<file path="config.mk">
export PLATFORM = sky130hd
export DESIGN_NAME = ilt_seq
export DESIGN_NICKNAME = d
export VERILOG_FILES = /design/src/design/ilt_pkg.sv /design/src/design/ilt_decode.sv /design/src/design/ilt_seq.sv
export VERILOG_INCLUDE_DIRS = /design/src /design/src/design
export SDC_FILE = /design/constraint.sdc
export NUM_CORES = 1
export LEC_CHECK = 0
export BUFFER_PORTS_ARGS = -buffer_cell sky130_fd_sc_hd__clkbuf_2
export CAP_MARGIN = 25
export CORE_ASPECT_RATIO = 1.75
export CORE_UTILIZATION = 30
export DETAILED_ROUTE_END_ITERATION = 12
export PLACE_DENSITY_LB_ADDON = 0.08
export SLEW_MARGIN = 20
export SYNTH_ARGS = -nofsm -noshare
export SYNTH_HDL_FRONTEND = slang
export SYNTH_SLANG_ARGS = --single-unit
</file>
<file path="constraint.sdc">
create_clock -name clock -period 4.7 [get_ports clock]
set_input_delay 0.94 -clock clock [delete_from_list [all_inputs] [get_ports clock]]
set_output_delay 0.94 -clock clock [all_outputs]
set_load 0.02 [all_outputs]
</file>
<file path="src/design/ilt_params.svh">
`ifndef ILT_PARAMS_SVH
`define ILT_PARAMS_SVH

// ************************************************************
// reset values
// ************************************************************
`define ILT_PC_RESET     16'h0000
`define ILT_FETCH_RESET  1'b1

// ************************************************************
// opcode patterns (? marks register or pointer select bits)
// ************************************************************
`define ILT_OP_CLR_A      8'hE4
`define ILT_OP_CPL_A      8'hF4
`define ILT_OP_RL_A       8'h23
`define ILT_OP_RLC_A      8'h33
`define ILT_OP_RR_A       8'h03
`define ILT_OP_RRC_A      8'h13
`define ILT_OP_SWAP_A     8'hC4
`define ILT_OP_MOV_A_RN   8'b1110_1???
`define ILT_OP_MOV_RN_A   8'b1111_1???
`define ILT_OP_XCH_A_RN   8'b1100_1???
`define ILT_OP_MOV_A_IND  8'b1110_011?
`define ILT_OP_MOV_IND_A  8'b1111_011?
`define ILT_OP_XCH_A_IND  8'b1100_011?
`define ILT_OP_MOV_A_DIR  8'hE5
`define ILT_OP_MOV_DIR_A  8'hF5
`define ILT_OP_MOV_RN_DIR 8'b1010_1???
`define ILT_OP_MOV_DIR_RN 8'b1000_1???
`define ILT_OP_XCH_A_DIR  8'hC5
`define ILT_OP_MOV_A_IMM  8'h74
`define ILT_OP_MOV_RN_IMM 8'b0111_1???
`define ILT_OP_MOV_IND_IMM 8'b0111_011?
`define ILT_OP_MOV_DIR_DIR 8'h85
`define ILT_OP_MOV_DIR_IMM 8'h75
`define ILT_OP_MOV_DIR_IND 8'b1000_011?
`define ILT_OP_MOV_IND_DIR 8'b1010_011?
`define ILT_OP_LOAD_DPTR  8'h90
`define ILT_OP_CODE_DPTR  8'h93
`define ILT_OP_CODE_PC    8'h83
`define ILT_OP_XRD_RI     8'b1110_001?
`define ILT_OP_XWR_RI     8'b1111_001?
`define ILT_OP_XRD_DPTR   8'hE0
`define ILT_OP_XWR_DPTR   8'hF0
`define ILT_OP_PUSH       8'hC0
`define ILT_OP_POP        8'hD0
`define ILT_OP_XCH_NIB    8'b1101_011?
`define ILT_OP_CLR_BIT    8'hC2
`define ILT_OP_SET_BIT    8'hD2
`define ILT_OP_CPL_BIT    8'hB2
`define ILT_OP_AND_C_BIT  8'h82
`define ILT_OP_CLR_C      8'hC3
`define ILT_OP_SET_C      8'hD3
`define ILT_OP_CPL_C      8'hB3

// ************************************************************
// length in bytes and time in clock cycles per class
// ************************************************************
`define ILT_LEN_ACC    2'h1
`define ILT_CYC_ACC    2'h1
`define ILT_LEN_REG    2'h1
`define ILT_CYC_REG    2'h1
`define ILT_LEN_IND    2'h1
`define ILT_CYC_IND    2'h2
`define ILT_LEN_DIR    2'h2
`define ILT_CYC_DIR    2'h2
`define ILT_LEN_IMM    2'h2
`define ILT_CYC_IMM    2'h2
`define ILT_LEN_DD     2'h3
`define ILT_CYC_DD     2'h3
`define ILT_LEN_DI     2'h3
`define ILT_CYC_DI     2'h3
`define ILT_LEN_ID     2'h2
`define ILT_CYC_ID     2'h2
`define ILT_LEN_DPTR   2'h3
`define ILT_CYC_DPTR   2'h3
`define ILT_LEN_CODE   2'h1
`define ILT_CYC_CODE   2'h3
`define ILT_LEN_XDATA  2'h1
`define ILT_CYC_XDATA  2'h3
`define ILT_LEN_STACK  2'h2
`define ILT_CYC_STACK  2'h2
`define ILT_LEN_NIB    2'h1
`define ILT_CYC_NIB    2'h2
`define ILT_LEN_BIT    2'h2
`define ILT_CYC_BIT    2'h2
`define ILT_LEN_CARRY  2'h1
`define ILT_CYC_CARRY  2'h1
`define ILT_LEN_UNK    2'h1
`define ILT_CYC_UNK    2'h1

`endif

</file>
<file path="src/design/ilt_pkg.sv">
package ilt_pkg;

	typedef logic [1:0]  ilt_len_t;
	typedef logic [1:0]  ilt_cyc_t;
	typedef logic [15:0] ilt_pc_t;

	typedef enum logic [1:0] {
		st_fetch,
		st_exec
	} ilt_state_e;

	typedef enum logic [3:0] {
		cls_acc,
		cls_reg,
		cls_ind,
		cls_dir,
		cls_imm,
		cls_dd,
		cls_di,
		cls_id,
		cls_dptr,
		cls_code,
		cls_xdata,
		cls_stack,
		cls_nib,
		cls_bit,
		cls_carry,
		cls_unk
	} ilt_class_e;

endpackage

</file>
<file path="src/design/ilt_decode.sv">
`timescale 1ns/1ps
`include "ilt_params.svh"

module ilt_decode (
	input  wire logic [7:0]        opcode,
	output ilt_pkg::ilt_len_t      len,
	output ilt_pkg::ilt_cyc_t      cyc,
	output logic                   known
);
	import ilt_pkg::*;

	function automatic ilt_class_e classify(input logic [7:0] op);
		casez (op)
			`ILT_OP_CLR_A, `ILT_OP_CPL_A, `ILT_OP_RL_A, `ILT_OP_RLC_A,
			`ILT_OP_RR_A, `ILT_OP_RRC_A, `ILT_OP_SWAP_A:  return cls_acc;
			`ILT_OP_MOV_A_RN, `ILT_OP_MOV_RN_A,
			`ILT_OP_XCH_A_RN:                             return cls_reg;
			`ILT_OP_MOV_A_IND, `ILT_OP_MOV_IND_A,
			`ILT_OP_XCH_A_IND:                            return cls_ind;
			`ILT_OP_MOV_A_DIR, `ILT_OP_MOV_DIR_A, `ILT_OP_MOV_RN_DIR,
			`ILT_OP_MOV_DIR_RN, `ILT_OP_XCH_A_DIR:        return cls_dir;
			`ILT_OP_MOV_A_IMM, `ILT_OP_MOV_RN_IMM,
			`ILT_OP_MOV_IND_IMM:                          return cls_imm;
			`ILT_OP_MOV_DIR_DIR:                          return cls_dd;
			`ILT_OP_MOV_DIR_IMM:                          return cls_di;
			`ILT_OP_MOV_DIR_IND, `ILT_OP_MOV_IND_DIR:     return cls_id;
			`ILT_OP_LOAD_DPTR:                            return cls_dptr;
			`ILT_OP_CODE_DPTR, `ILT_OP_CODE_PC:           return cls_code;
			`ILT_OP_XRD_RI, `ILT_OP_XWR_RI, `ILT_OP_XRD_DPTR,
			`ILT_OP_XWR_DPTR:                             return cls_xdata;
			`ILT_OP_PUSH, `ILT_OP_POP:                    return cls_stack;
			`ILT_OP_XCH_NIB:                              return cls_nib;
			`ILT_OP_CLR_BIT, `ILT_OP_SET_BIT, `ILT_OP_CPL_BIT,
			`ILT_OP_AND_C_BIT:                            return cls_bit;
			`ILT_OP_CLR_C, `ILT_OP_SET_C, `ILT_OP_CPL_C:  return cls_carry;
			default:                                      return cls_unk;
		endcase
	endfunction

	ilt_class_e cls;

	always_comb begin
		cls   = classify(opcode);
		known = 1'b1;
		case (cls)
			cls_acc:   {len, cyc} = {`ILT_LEN_ACC, `ILT_CYC_ACC};
			cls_reg:   {len, cyc} = {`ILT_LEN_REG, `ILT_CYC_REG};
			cls_ind:   {len, cyc} = {`ILT_LEN_IND, `ILT_CYC_IND};
			cls_dir:   {len, cyc} = {`ILT_LEN_DIR, `ILT_CYC_DIR};
			cls_imm:   {len, cyc} = {`ILT_LEN_IMM, `ILT_CYC_IMM};
			cls_dd:    {len, cyc} = {`ILT_LEN_DD, `ILT_CYC_DD};
			cls_di:    {len, cyc} = {`ILT_LEN_DI, `ILT_CYC_DI};
			cls_id:    {len, cyc} = {`ILT_LEN_ID, `ILT_CYC_ID};
			cls_dptr:  {len, cyc} = {`ILT_LEN_DPTR, `ILT_CYC_DPTR};
			cls_code:  {len, cyc} = {`ILT_LEN_CODE, `ILT_CYC_CODE};
			cls_xdata: {len, cyc} = {`ILT_LEN_XDATA, `ILT_CYC_XDATA};
			cls_stack: {len, cyc} = {`ILT_LEN_STACK, `ILT_CYC_STACK};
			cls_nib:   {len, cyc} = {`ILT_LEN_NIB, `ILT_CYC_NIB};
			cls_bit:   {len, cyc} = {`ILT_LEN_BIT, `ILT_CYC_BIT};
			cls_carry: {len, cyc} = {`ILT_LEN_CARRY, `ILT_CYC_CARRY};
			default: begin
				// outside this subset: step one byte so fetch never stalls
				len   = `ILT_LEN_UNK;
				cyc   = `ILT_CYC_UNK;
				known = 1'b0;
			end
		endcase
	end

endmodule

</file>
<file path="src/design/ilt_seq.sv">
// Operation
// - accumulator clear/complement/rotate/swap: 1 byte, 1 cycle
// - register to/from/exchange accumulator: 1 byte, 1 cycle
// - accumulator with indirect RAM: 1 byte, 2 cycles
// - direct byte moves: 2 bytes, 2 cycles
// - immediate loads: 2 bytes, 2 cycles
// - direct to direct: 3 bytes, 3 cycles
// - immediate to direct: 3 bytes, 3 cycles
// - indirect and direct copies: 2 bytes, 2 cycles
// - load data pointer: 3 bytes, 3 cycles
// - code memory read: 1 byte, 3 cycles
// - external data access: 1 byte, 3 cycles
// - push and pop: 2 bytes, 2 cycles
// - nibble exchange indirect: 1 byte, 2 cycles
// - direct bit operations: 2 bytes, 2 cycles
`timescale 1ns/1ps
`include "ilt_params.svh"

module ilt_seq (
	input  wire logic              clock,
	input  wire logic              rst_n,
	input  wire logic              instr_valid,
	input  wire logic [7:0]        instr_byte,
	output logic                   fetch_req,
	output ilt_pkg::ilt_pc_t       pc,
	output logic                   busy,
	output ilt_pkg::ilt_len_t      instr_len,
	output ilt_pkg::ilt_cyc_t      instr_cycles,
	output logic                   instr_illegal,
	output logic                   instr_done
);
	import ilt_pkg::*;

	// ************************************************************
	// helpers
	// ************************************************************
	function automatic ilt_pc_t advance(input ilt_pc_t p,
		input ilt_len_t l);
		return 16'(p + {14'h0000, l});
	endfunction

	function automatic ilt_cyc_t less_one(input ilt_cyc_t c);
		return 2'(c - 2'h1);
	endfunction

	// ************************************************************
	// decode of the opcode byte
	// ************************************************************
	ilt_len_t   dec_len;
	ilt_cyc_t   dec_cyc;
	logic       dec_known;

	ilt_decode u_decode (
		.opcode (instr_byte),
		.len    (dec_len),
		.cyc    (dec_cyc),
		.known  (dec_known)
	);

	// ************************************************************
	// sequencer state
	// ************************************************************
	ilt_state_e state;
	ilt_state_e next_state;
	ilt_cyc_t   cnt;
	ilt_cyc_t   next_cnt;
	ilt_pc_t    next_pc;
	ilt_len_t   next_instr_len;
	ilt_cyc_t   next_instr_cycles;
	logic       next_instr_illegal;
	logic       next_fetch_req;
	logic       next_busy;
	logic       next_instr_done;
	logic       take;

	// opcode byte only counts while waiting for one
	assign take = (state == st_fetch) && instr_valid;

	always_comb begin
		next_state         = state;
		next_cnt           = cnt;
		next_pc            = pc;
		next_instr_len     = instr_len;
		next_instr_cycles  = instr_cycles;
		next_instr_illegal = instr_illegal;
		next_fetch_req     = fetch_req;
		next_busy          = busy;
		next_instr_done    = 1'b0;
		case (state)
			st_fetch: begin
				if (instr_valid) begin
					next_state         = st_exec;
					next_instr_len     = dec_len;
					next_instr_cycles  = dec_cyc;
					next_instr_illegal = !dec_known;
					next_cnt           = less_one(dec_cyc);
					next_fetch_req     = 1'b0;
					next_busy          = 1'b1;
				end
			end
			st_exec: begin
				if (cnt == 2'h0) begin
					// hold the fetch until the whole cycle count has run
					next_state      = st_fetch;
					next_pc         = advance(pc, instr_len);
					next_fetch_req  = 1'b1;
					next_busy       = 1'b0;
					next_instr_done = 1'b1;
				end else begin
					next_cnt = less_one(cnt);
				end
			end
			default: begin
				next_state     = st_fetch;
				next_fetch_req = 1'b1;
				next_busy      = 1'b0;
			end
		endcase
	end

	always_ff @(posedge clock) begin
		if (!rst_n) begin
			state         <= st_fetch;
			cnt           <= 2'h0;
			pc            <= `ILT_PC_RESET;
			instr_len     <= 2'h0;
			instr_cycles  <= 2'h0;
			instr_illegal <= 1'b0;
			fetch_req     <= `ILT_FETCH_RESET;
			busy          <= 1'b0;
			instr_done    <= 1'b0;
		end else begin
			state         <= next_state;
			cnt           <= next_cnt;
			pc            <= next_pc;
			instr_len     <= next_instr_len;
			instr_cycles  <= next_instr_cycles;
			instr_illegal <= next_instr_illegal;
			fetch_req     <= next_fetch_req;
			busy          <= next_busy;
			instr_done    <= next_instr_done;
		end
	end
endmodule

</file>
==> results_dict.tcl, run 1 <==
set metrics [dict create \
    status "finished with violations" \
    violations "DRC" \
    power_mw 0.4400 \
    cts_resized 0 \
    cts_root_buf "sky130_fd_sc_hd__clkbuf_8" \
    share_of_post_route_cells_with_drive_strength_above_1_pct 21.62 \
    top_signal_layer_used "met4" \
    worst-path-max-fanout 12 \
    routed_wl_met3_um 82 \
    timing.critical_path.required_ns 4.85 \
    criticalPathCategory "in -> reg" \
    mappedNetlistArea_sq_um 1634 \
    die_width_um 57.79 \
    synth_fp_nets 210 \
    crit_arrival_ns 2.56 \
    route.met2.wl_um 2136 \
    rsz0062_at_grt "false" \
    first_global_vias 1378 \
    wl_cell_um 14.33 \
    syn2layout_area_growth_pct 13.55 \
    clock_latency_ns 0.26 \
    synth.area.top_cells "sky130_fd_sc_hd__dfxtp_1 (32%), sky130_fd_sc_hd__and2_1 (7.3%), sky130_fd_sc_hd__xnor2_1 (7.0%)" \
    final-instance-count-excl-fill 277 \
    synth.largest_area_cell "sky130_fd_sc_hd__dfxtp_1" \
    power-per-cell-area_nw_per_um2 237.1 \
    worst_hold_path_type "reg -> reg" \
    finalWorstPathRequiredPeriod_ns 2.403 \
    drc 3 \
    synth_top_area_share_pct 31.85 \
    antenna_cells_inserted 0 \
    post-route-worst-setup-slack_ns 2.297 \
    grt-ovfl-total 0 \
    detail_route.wirelength.met1_um 1698 \
    setup_total_negative_slack_ns 0 \
    clock_tree_from_tritoncts "built" \
    slew_headroom_pct 64.86 \
    edff_count_synth 0 \
    worst_r2r_path_depth 6 \
    synth_async_sr_flop_share_pct 0 \
    clock_skew_ns 0.002126 \
    cts_made_buffers 3 \
    postRouteWirelength_um 3970 \
    finalHoldViolCount 0 \
    final-setup-viol-count 0 \
    timing.fmax_mhz 416.1 \
    initialDrtViolationCount 46 \
    die-area_sq_um 5758 \
    port-buffer-count 34 \
    p_leak_nw 0.7926 \
    path_clk_slew_ns 0.09 \
    global_route_wire_length_before_repair_um 6541 \
    grt_antenna_before_repair 0 \
    multiInputGateArea_sq_um 1021 \
    clock_tree.htree_level_count 1 \
    slew_violations 0 \
    drv_cap 0 \
    route.detailed.vias_per_inst 5.108 \
    ys_types 52 \
    drt_pre_antenna_iters 10 \
    final_min_period_over_clock_period_pct 51.14 \
    cts_hold_buf 0 \
    cell_count_after_placement 274 \
    core.rowCount 35 \
    most_common_cell_in_the_synthesized_netlist "sky130_fd_sc_hd__dfxtp_1" \
    synth-seq-area-share_pct 31.85 \
    die_height_um 99.63 \
    tritoncts_num_sinks 26 \
    ys.warnings.count 0 \
    worst_hold_path.num_cells 2 \
    pre_cts_worst_setup_slack_ns 2.000 \
    clockBufferDepth 2 \
    synthesis.area_per_instance_sq_um 8.337 \
    floorplan.initialDensity_pct 31.10 \
    grt_max_degree 30 \
    worstMarginPinSlew_ns 0.5248 \
    yosys_register_bits 26 \
    cts_setup_buffers 0 \
    end_kind "flop" \
    synth.top_cells.by_count "sky130_fd_sc_hd__dfxtp_1 (26), sky130_fd_sc_hd__and2_1 (19), sky130_fd_sc_hd__nand2_1 (18)" \
    ir_worst_vdd_v 0.0001115 \
    ioPinCount 35 \
    final_antenna_net_count 0 \
    dominant_synthesized_flop_cell "sky130_fd_sc_hd__dfxtp_1" \
    gp_congestion 0.7351 \
    nNetsFinal 238 \
    dp.final_hpwl_um 3039 \
    synthCells 196 \
    gr-usage-all-layers_pct 14.26 \
    vias 1415 \
    start_kind "input port" \
    fillerInstances 580 \
    final_core_utilization_pct 35.31 \
    area.sequential_sq_um 520.5 \
    core_area_sq_um 5255 \
]
-- logic make-up after synthesis --
kind of cell    count (synthesis)  share of synthesized area (%)
buf+inv                        20                          5.666
fa+ha+maj                       3                          2.756
xor+xnor                       14                          7.504
compound gates                 30                          15.08
flops                          26                          31.85
mux                             2                          1.225
simple gates                  101                          35.91
-- per-stage QoR --
step | hold WS (ns) | cell area [sq um]
after detailed placement | 0.4811 | 1814
after global routing | 0.5044 | 1856
after CTS | 0.4938 | 1856
final | 0.4893 | 1856
after global placement | 0.4687 | 1814
after floorplan | 0.4727 | 1634
-- worst max-delay path: stages --
cell	delay [ns]
sky130_fd_sc_hd__clkbuf_2	0.20
sky130_fd_sc_hd__or3b_1	0.40
sky130_fd_sc_hd__a2111o_1	0.44
sky130_fd_sc_hd__o211ai_1	0.15
sky130_fd_sc_hd__a211oi_2	0.08
sky130_fd_sc_hd__o311ai_2	0.28
sky130_fd_sc_hd__o21ai_1	0.08
-- report_power, final --
group / switching [mW] / internal, mW / leakage [nW]
Sequential: 0.00609 / 0.228 / 0.211
Combinational: 0.0509 / 0.0303 / 0.560
Clock: 0.0675 / 0.0574 / 0.0216
Total: 0.124 / 0.316 / 0.793
-- flip-flops by register name (all words and copies together) (netlist names) --
register and count:
instr_cycles 2, pc 16, cnt 2, busy 1, instr_illegal 1, fetch_req 1
instr_done 1, instr_len 2
-- cell usage in the layout, fill, tap and decap left out, types with 2 or more instances in the layout --
cell	instances
sky130_fd_sc_hd__a211oi_2	2
sky130_fd_sc_hd__a21o_1	2
sky130_fd_sc_hd__a21oi_1	4
sky130_fd_sc_hd__and2_1	19
sky130_fd_sc_hd__and3b_1	2
sky130_fd_sc_hd__clkbuf_2	34
sky130_fd_sc_hd__clkbuf_8	3
sky130_fd_sc_hd__dfxtp_1	26
sky130_fd_sc_hd__ha_1	2
sky130_fd_sc_hd__inv_1	9
sky130_fd_sc_hd__mux2i_1	2
sky130_fd_sc_hd__nand2_1	18
sky130_fd_sc_hd__nand2b_1	5
sky130_fd_sc_hd__nand3_1	7
sky130_fd_sc_hd__nand3b_1	2
sky130_fd_sc_hd__nand4_1	5
sky130_fd_sc_hd__nor2_1	15
sky130_fd_sc_hd__nor2b_1	5
sky130_fd_sc_hd__nor3_1	5
sky130_fd_sc_hd__nor3b_1	4
sky130_fd_sc_hd__o2111ai_1	2
sky130_fd_sc_hd__o211a_1	2
sky130_fd_sc_hd__o211ai_1	2
sky130_fd_sc_hd__o21ai_0	2
sky130_fd_sc_hd__o21ai_1	4
sky130_fd_sc_hd__or2b_1	2
sky130_fd_sc_hd__or3b_4	2
sky130_fd_sc_hd__xnor2_1	13
-- area by class of cell --
class                      instances  share of cell area [%]
sequential                        26                   28.05
clock buffer                       3                   2.225
tap                               55                   3.709
multi-input combinational        150                   55.02
inverter                           9                   1.821
timing repair buffer              34                   9.171
-- path summary, 6_finish.rpt --
check,startpoint,end,slack [ns]
hold reg to reg,fetch_req$_SDFFE_PN1P_,fetch_req$_SDFFE_PN1P_,0.49
setup reg to reg,busy$_SDFFE_PN0P_,pc[15]$_SDFFE_PN0P_,2.66
hold / removal,fetch_req$_SDFFE_PN1P_,fetch_req$_SDFFE_PN1P_,0.49
setup / recovery,instr_byte[7],cnt[1]$_SDFFE_PN0P_,2.30
-- routing by layer --
layer  up-vias  track usage (%)
li1        730                -
met2        24            27.28
met1       657            15.91
met5         -                0
met3         4            1.040
met4         0            5.128
(Power assumes the default switching activity.)
==> run 2: changes to the inputs <==
==> constraint.sdc (replaced) <==
create_clock -name clock -period 2.4 [get_ports clock]
set_input_delay 0.48 -clock clock [delete_from_list [all_inputs] [get_ports clock]]
set_output_delay 0.48 -clock clock [all_outputs]
set_load 0.02 [all_outputs]
==> run 2 against run 1 <==
Against the previous run: the run still ends with DRC left; critical path type is now reg -> reg; wire length is 2.2% higher; non-clock buffer count rose by 6; combinational power up 110%; setup slack got worse by 1.9 ns; sequential share of layout area shrank 0.66 points; final cell count increased by 2.2%; count of clock-buffer cells in the layout is the same; flip-flop and latch count stayed put; critical path depth stayed put; final area is 2.4% higher; highest routed layer unchanged; clock power up 96%; hold slack better by 0.0024 ns.
==> results_dict.tcl, run 2 (synthesis results as in run 1) <==
set metrics [dict create \
    drt_pre_antenna_iters 8 \
    cts_hold_buf 0 \
    clock_tree.htree_level_count 1 \
    final_antenna_net_count 0 \
    grt_max_degree 30 \
    initialDrtViolationCount 72 \
    pre_cts_worst_setup_slack_ns 0.1704 \
    violations "DRC" \
    route.met2.wl_um 2316 \
    worst-path-max-fanout 5 \
    clock_latency_ns 0.27 \
    fillerInstances 556 \
    switching_power_mw 0.2473 \
    floorplan.initialDensity_pct 31.10 \
    grt_antenna_before_repair 0 \
    antenna_cells_inserted 0 \
    timing.critical_path.required_ns 2.57 \
    timing.fmax_mhz 509.3 \
    wl_cell_um 14.33 \
    start_kind "flop" \
    gr-usage-all-layers_pct 15.23 \
    drc 4 \
    die_width_um 57.79 \
    slew_headroom_pct 66.25 \
    cts_root_buf "sky130_fd_sc_hd__clkbuf_8" \
    final_cell_mix "sky130_fd_sc_hd__clkbuf_2 (34), sky130_fd_sc_hd__dfxtp_1 (26), sky130_fd_sc_hd__and2_1 (19)" \
    layout_commonest_cell "sky130_fd_sc_hd__clkbuf_2" \
    clock_tree_from_tritoncts "built" \
    end_kind "flop" \
    nNetsFinal 244 \
    power.share.combinational_pct 19.4 \
    first_global_vias 1401 \
    crit_arrival_ns 2.13 \
    ioPinCount 35 \
    routed_wl_met3_um 93 \
    criticalPathCategory "reg -> reg" \
    final-instance-count-excl-fill 283 \
    clock_skew_ns 0.002401 \
    core.rowCount 35 \
    drv_cap 0 \
    tritoncts_num_sinks 26 \
    syn2layout_area_growth_pct 16.31 \
    grt-ovfl-total 0 \
    finalWorstPathRequiredPeriod_ns 1.964 \
    setup_total_negative_slack_ns 0 \
    finalHoldViolCount 0 \
    path_clk_slew_ns 0.09 \
    worstMarginPinSlew_ns 0.5063 \
    regMostFlops "pc" \
    cts_resized 0 \
    die_height_um 99.63 \
    port-buffer-count 34 \
    clockPowerShare_pct 28.0 \
    slew_violations 0 \
    post-route-worst-setup-slack_ns 0.4364 \
    ff2ff_setup_slack_ns 0.44 \
    top_signal_layer_used "met4" \
    ir_worst_vdd_v 0.0001961 \
    global_route_wire_length_before_repair_um 6817 \
    final-setup-viol-count 0 \
    cts_setup_buffers 0 \
    power-per-cell-area_nw_per_um2 459.2 \
    rsz0062_at_grt "false" \
    dp.final_hpwl_um 3222 \
    cell_count_after_placement 280 \
    gp_congestion 0.8213 \
    p_leak_nw 0.8221 \
    status "finished with violations" \
    largest_register_ffs 16 \
    p_int_mw 0.6255 \
    power.share.switching_pct 28.33 \
    vias 1420 \
    share_of_post_route_cells_with_drive_strength_above_1_pct 23.68 \
    core_area_sq_um 5255 \
    die-area_sq_um 5758 \
    final_min_period_over_clock_period_pct 81.82 \
    cts_made_buffers 3 \
    postRouteWirelength_um 4056 \
    power_mw 0.8728 \
    detail_route.wirelength.met1_um 1611 \
    route.detailed.vias_per_inst 5.018 \
    area.sequential_sq_um 520.5 \
    clockBufferDepth 2 \
    worst_hold_path_type "reg -> reg" \
    power.sequential.fraction_pct 52.5 \
    multiInputGateArea_sq_um 1021 \
]
[run 2: cell types whose count changed in the layout (fill, tap and decap cells not counted), sizes merged]
cell  before  now
buf        0    6
[run 2: through the flow]
step	utilization [%]	hold slack (ns)	area [sq um]
finish	36.17	0.4917	1901
global route	36.17	0.5147	1901
CTS	36.17	0.4953	1901
detailed placement	35.38	0.4827	1859
global placement	35.38	0.4878	1859
floorplan	-	0.4727	1634
[run 2: worst paths after layout]
check,startpoint,endpoint,depth (start not counted)
setup / recovery,pc[0]$_SDFFE_PN0P_,pc[14]$_SDFFE_PN0P_,7
setup reg to reg,pc[0]$_SDFFE_PN0P_,pc[14]$_SDFFE_PN0P_,7
hold / removal,fetch_req$_SDFFE_PN1P_,fetch_req$_SDFFE_PN1P_,2
hold reg to reg,fetch_req$_SDFFE_PN1P_,fetch_req$_SDFFE_PN1P_,2
[run 2: power groups by stage]
| stage | logic, mW | clock network, mW | registers [mW] |
|---|---|---|---|
| 4_1_cts | 0.172 | 0.259 | 0.459 |
| 3_3_place_gp | 0.172 | 0 | 0.469 |
| 5_1_grt | 0.189 | 0.275 | 0.461 |
| 3_5_place_dp | 0.171 | 0 | 0.469 |
| 6_report | 0.170 | 0.245 | 0.458 |
| 2_1_floorplan | 0.0989 | 0 | 0.484 |
[run 2: final cells by class]
| class | instances | share of cell area (%) |
|---|---|---|
| multi-input cells | 150 | 53.72 |
| repair buffers | 40 | 11.32 |
| well taps | 55 | 3.621 |
| clock buffers | 3 | 2.172 |
| inverters | 9 | 1.777 |
| flip-flops and latches | 26 | 27.39 |
[run 2: routing by layer]
layer	global-route usage, %	vias up
met5	0	-
met4	4.945	0
met3	0.7802	2
met2	29.70	24
met1	16.93	652
li1	-	742
[run 2: worst max-delay path, stage by stage (launching register included)]
cell and delay [ns]:
sky130_fd_sc_hd__dfxtp_1 0.36, sky130_fd_sc_hd__ha_1 0.19, sky130_fd_sc_hd__inv_1 0.06, sky130_fd_sc_hd__fa_1 0.42, sky130_fd_sc_hd__nor2_1 0.37, sky130_fd_sc_hd__nand4_1 0.17
sky130_fd_sc_hd__xnor2_1 0.15, sky130_fd_sc_hd__and2_1 0.15
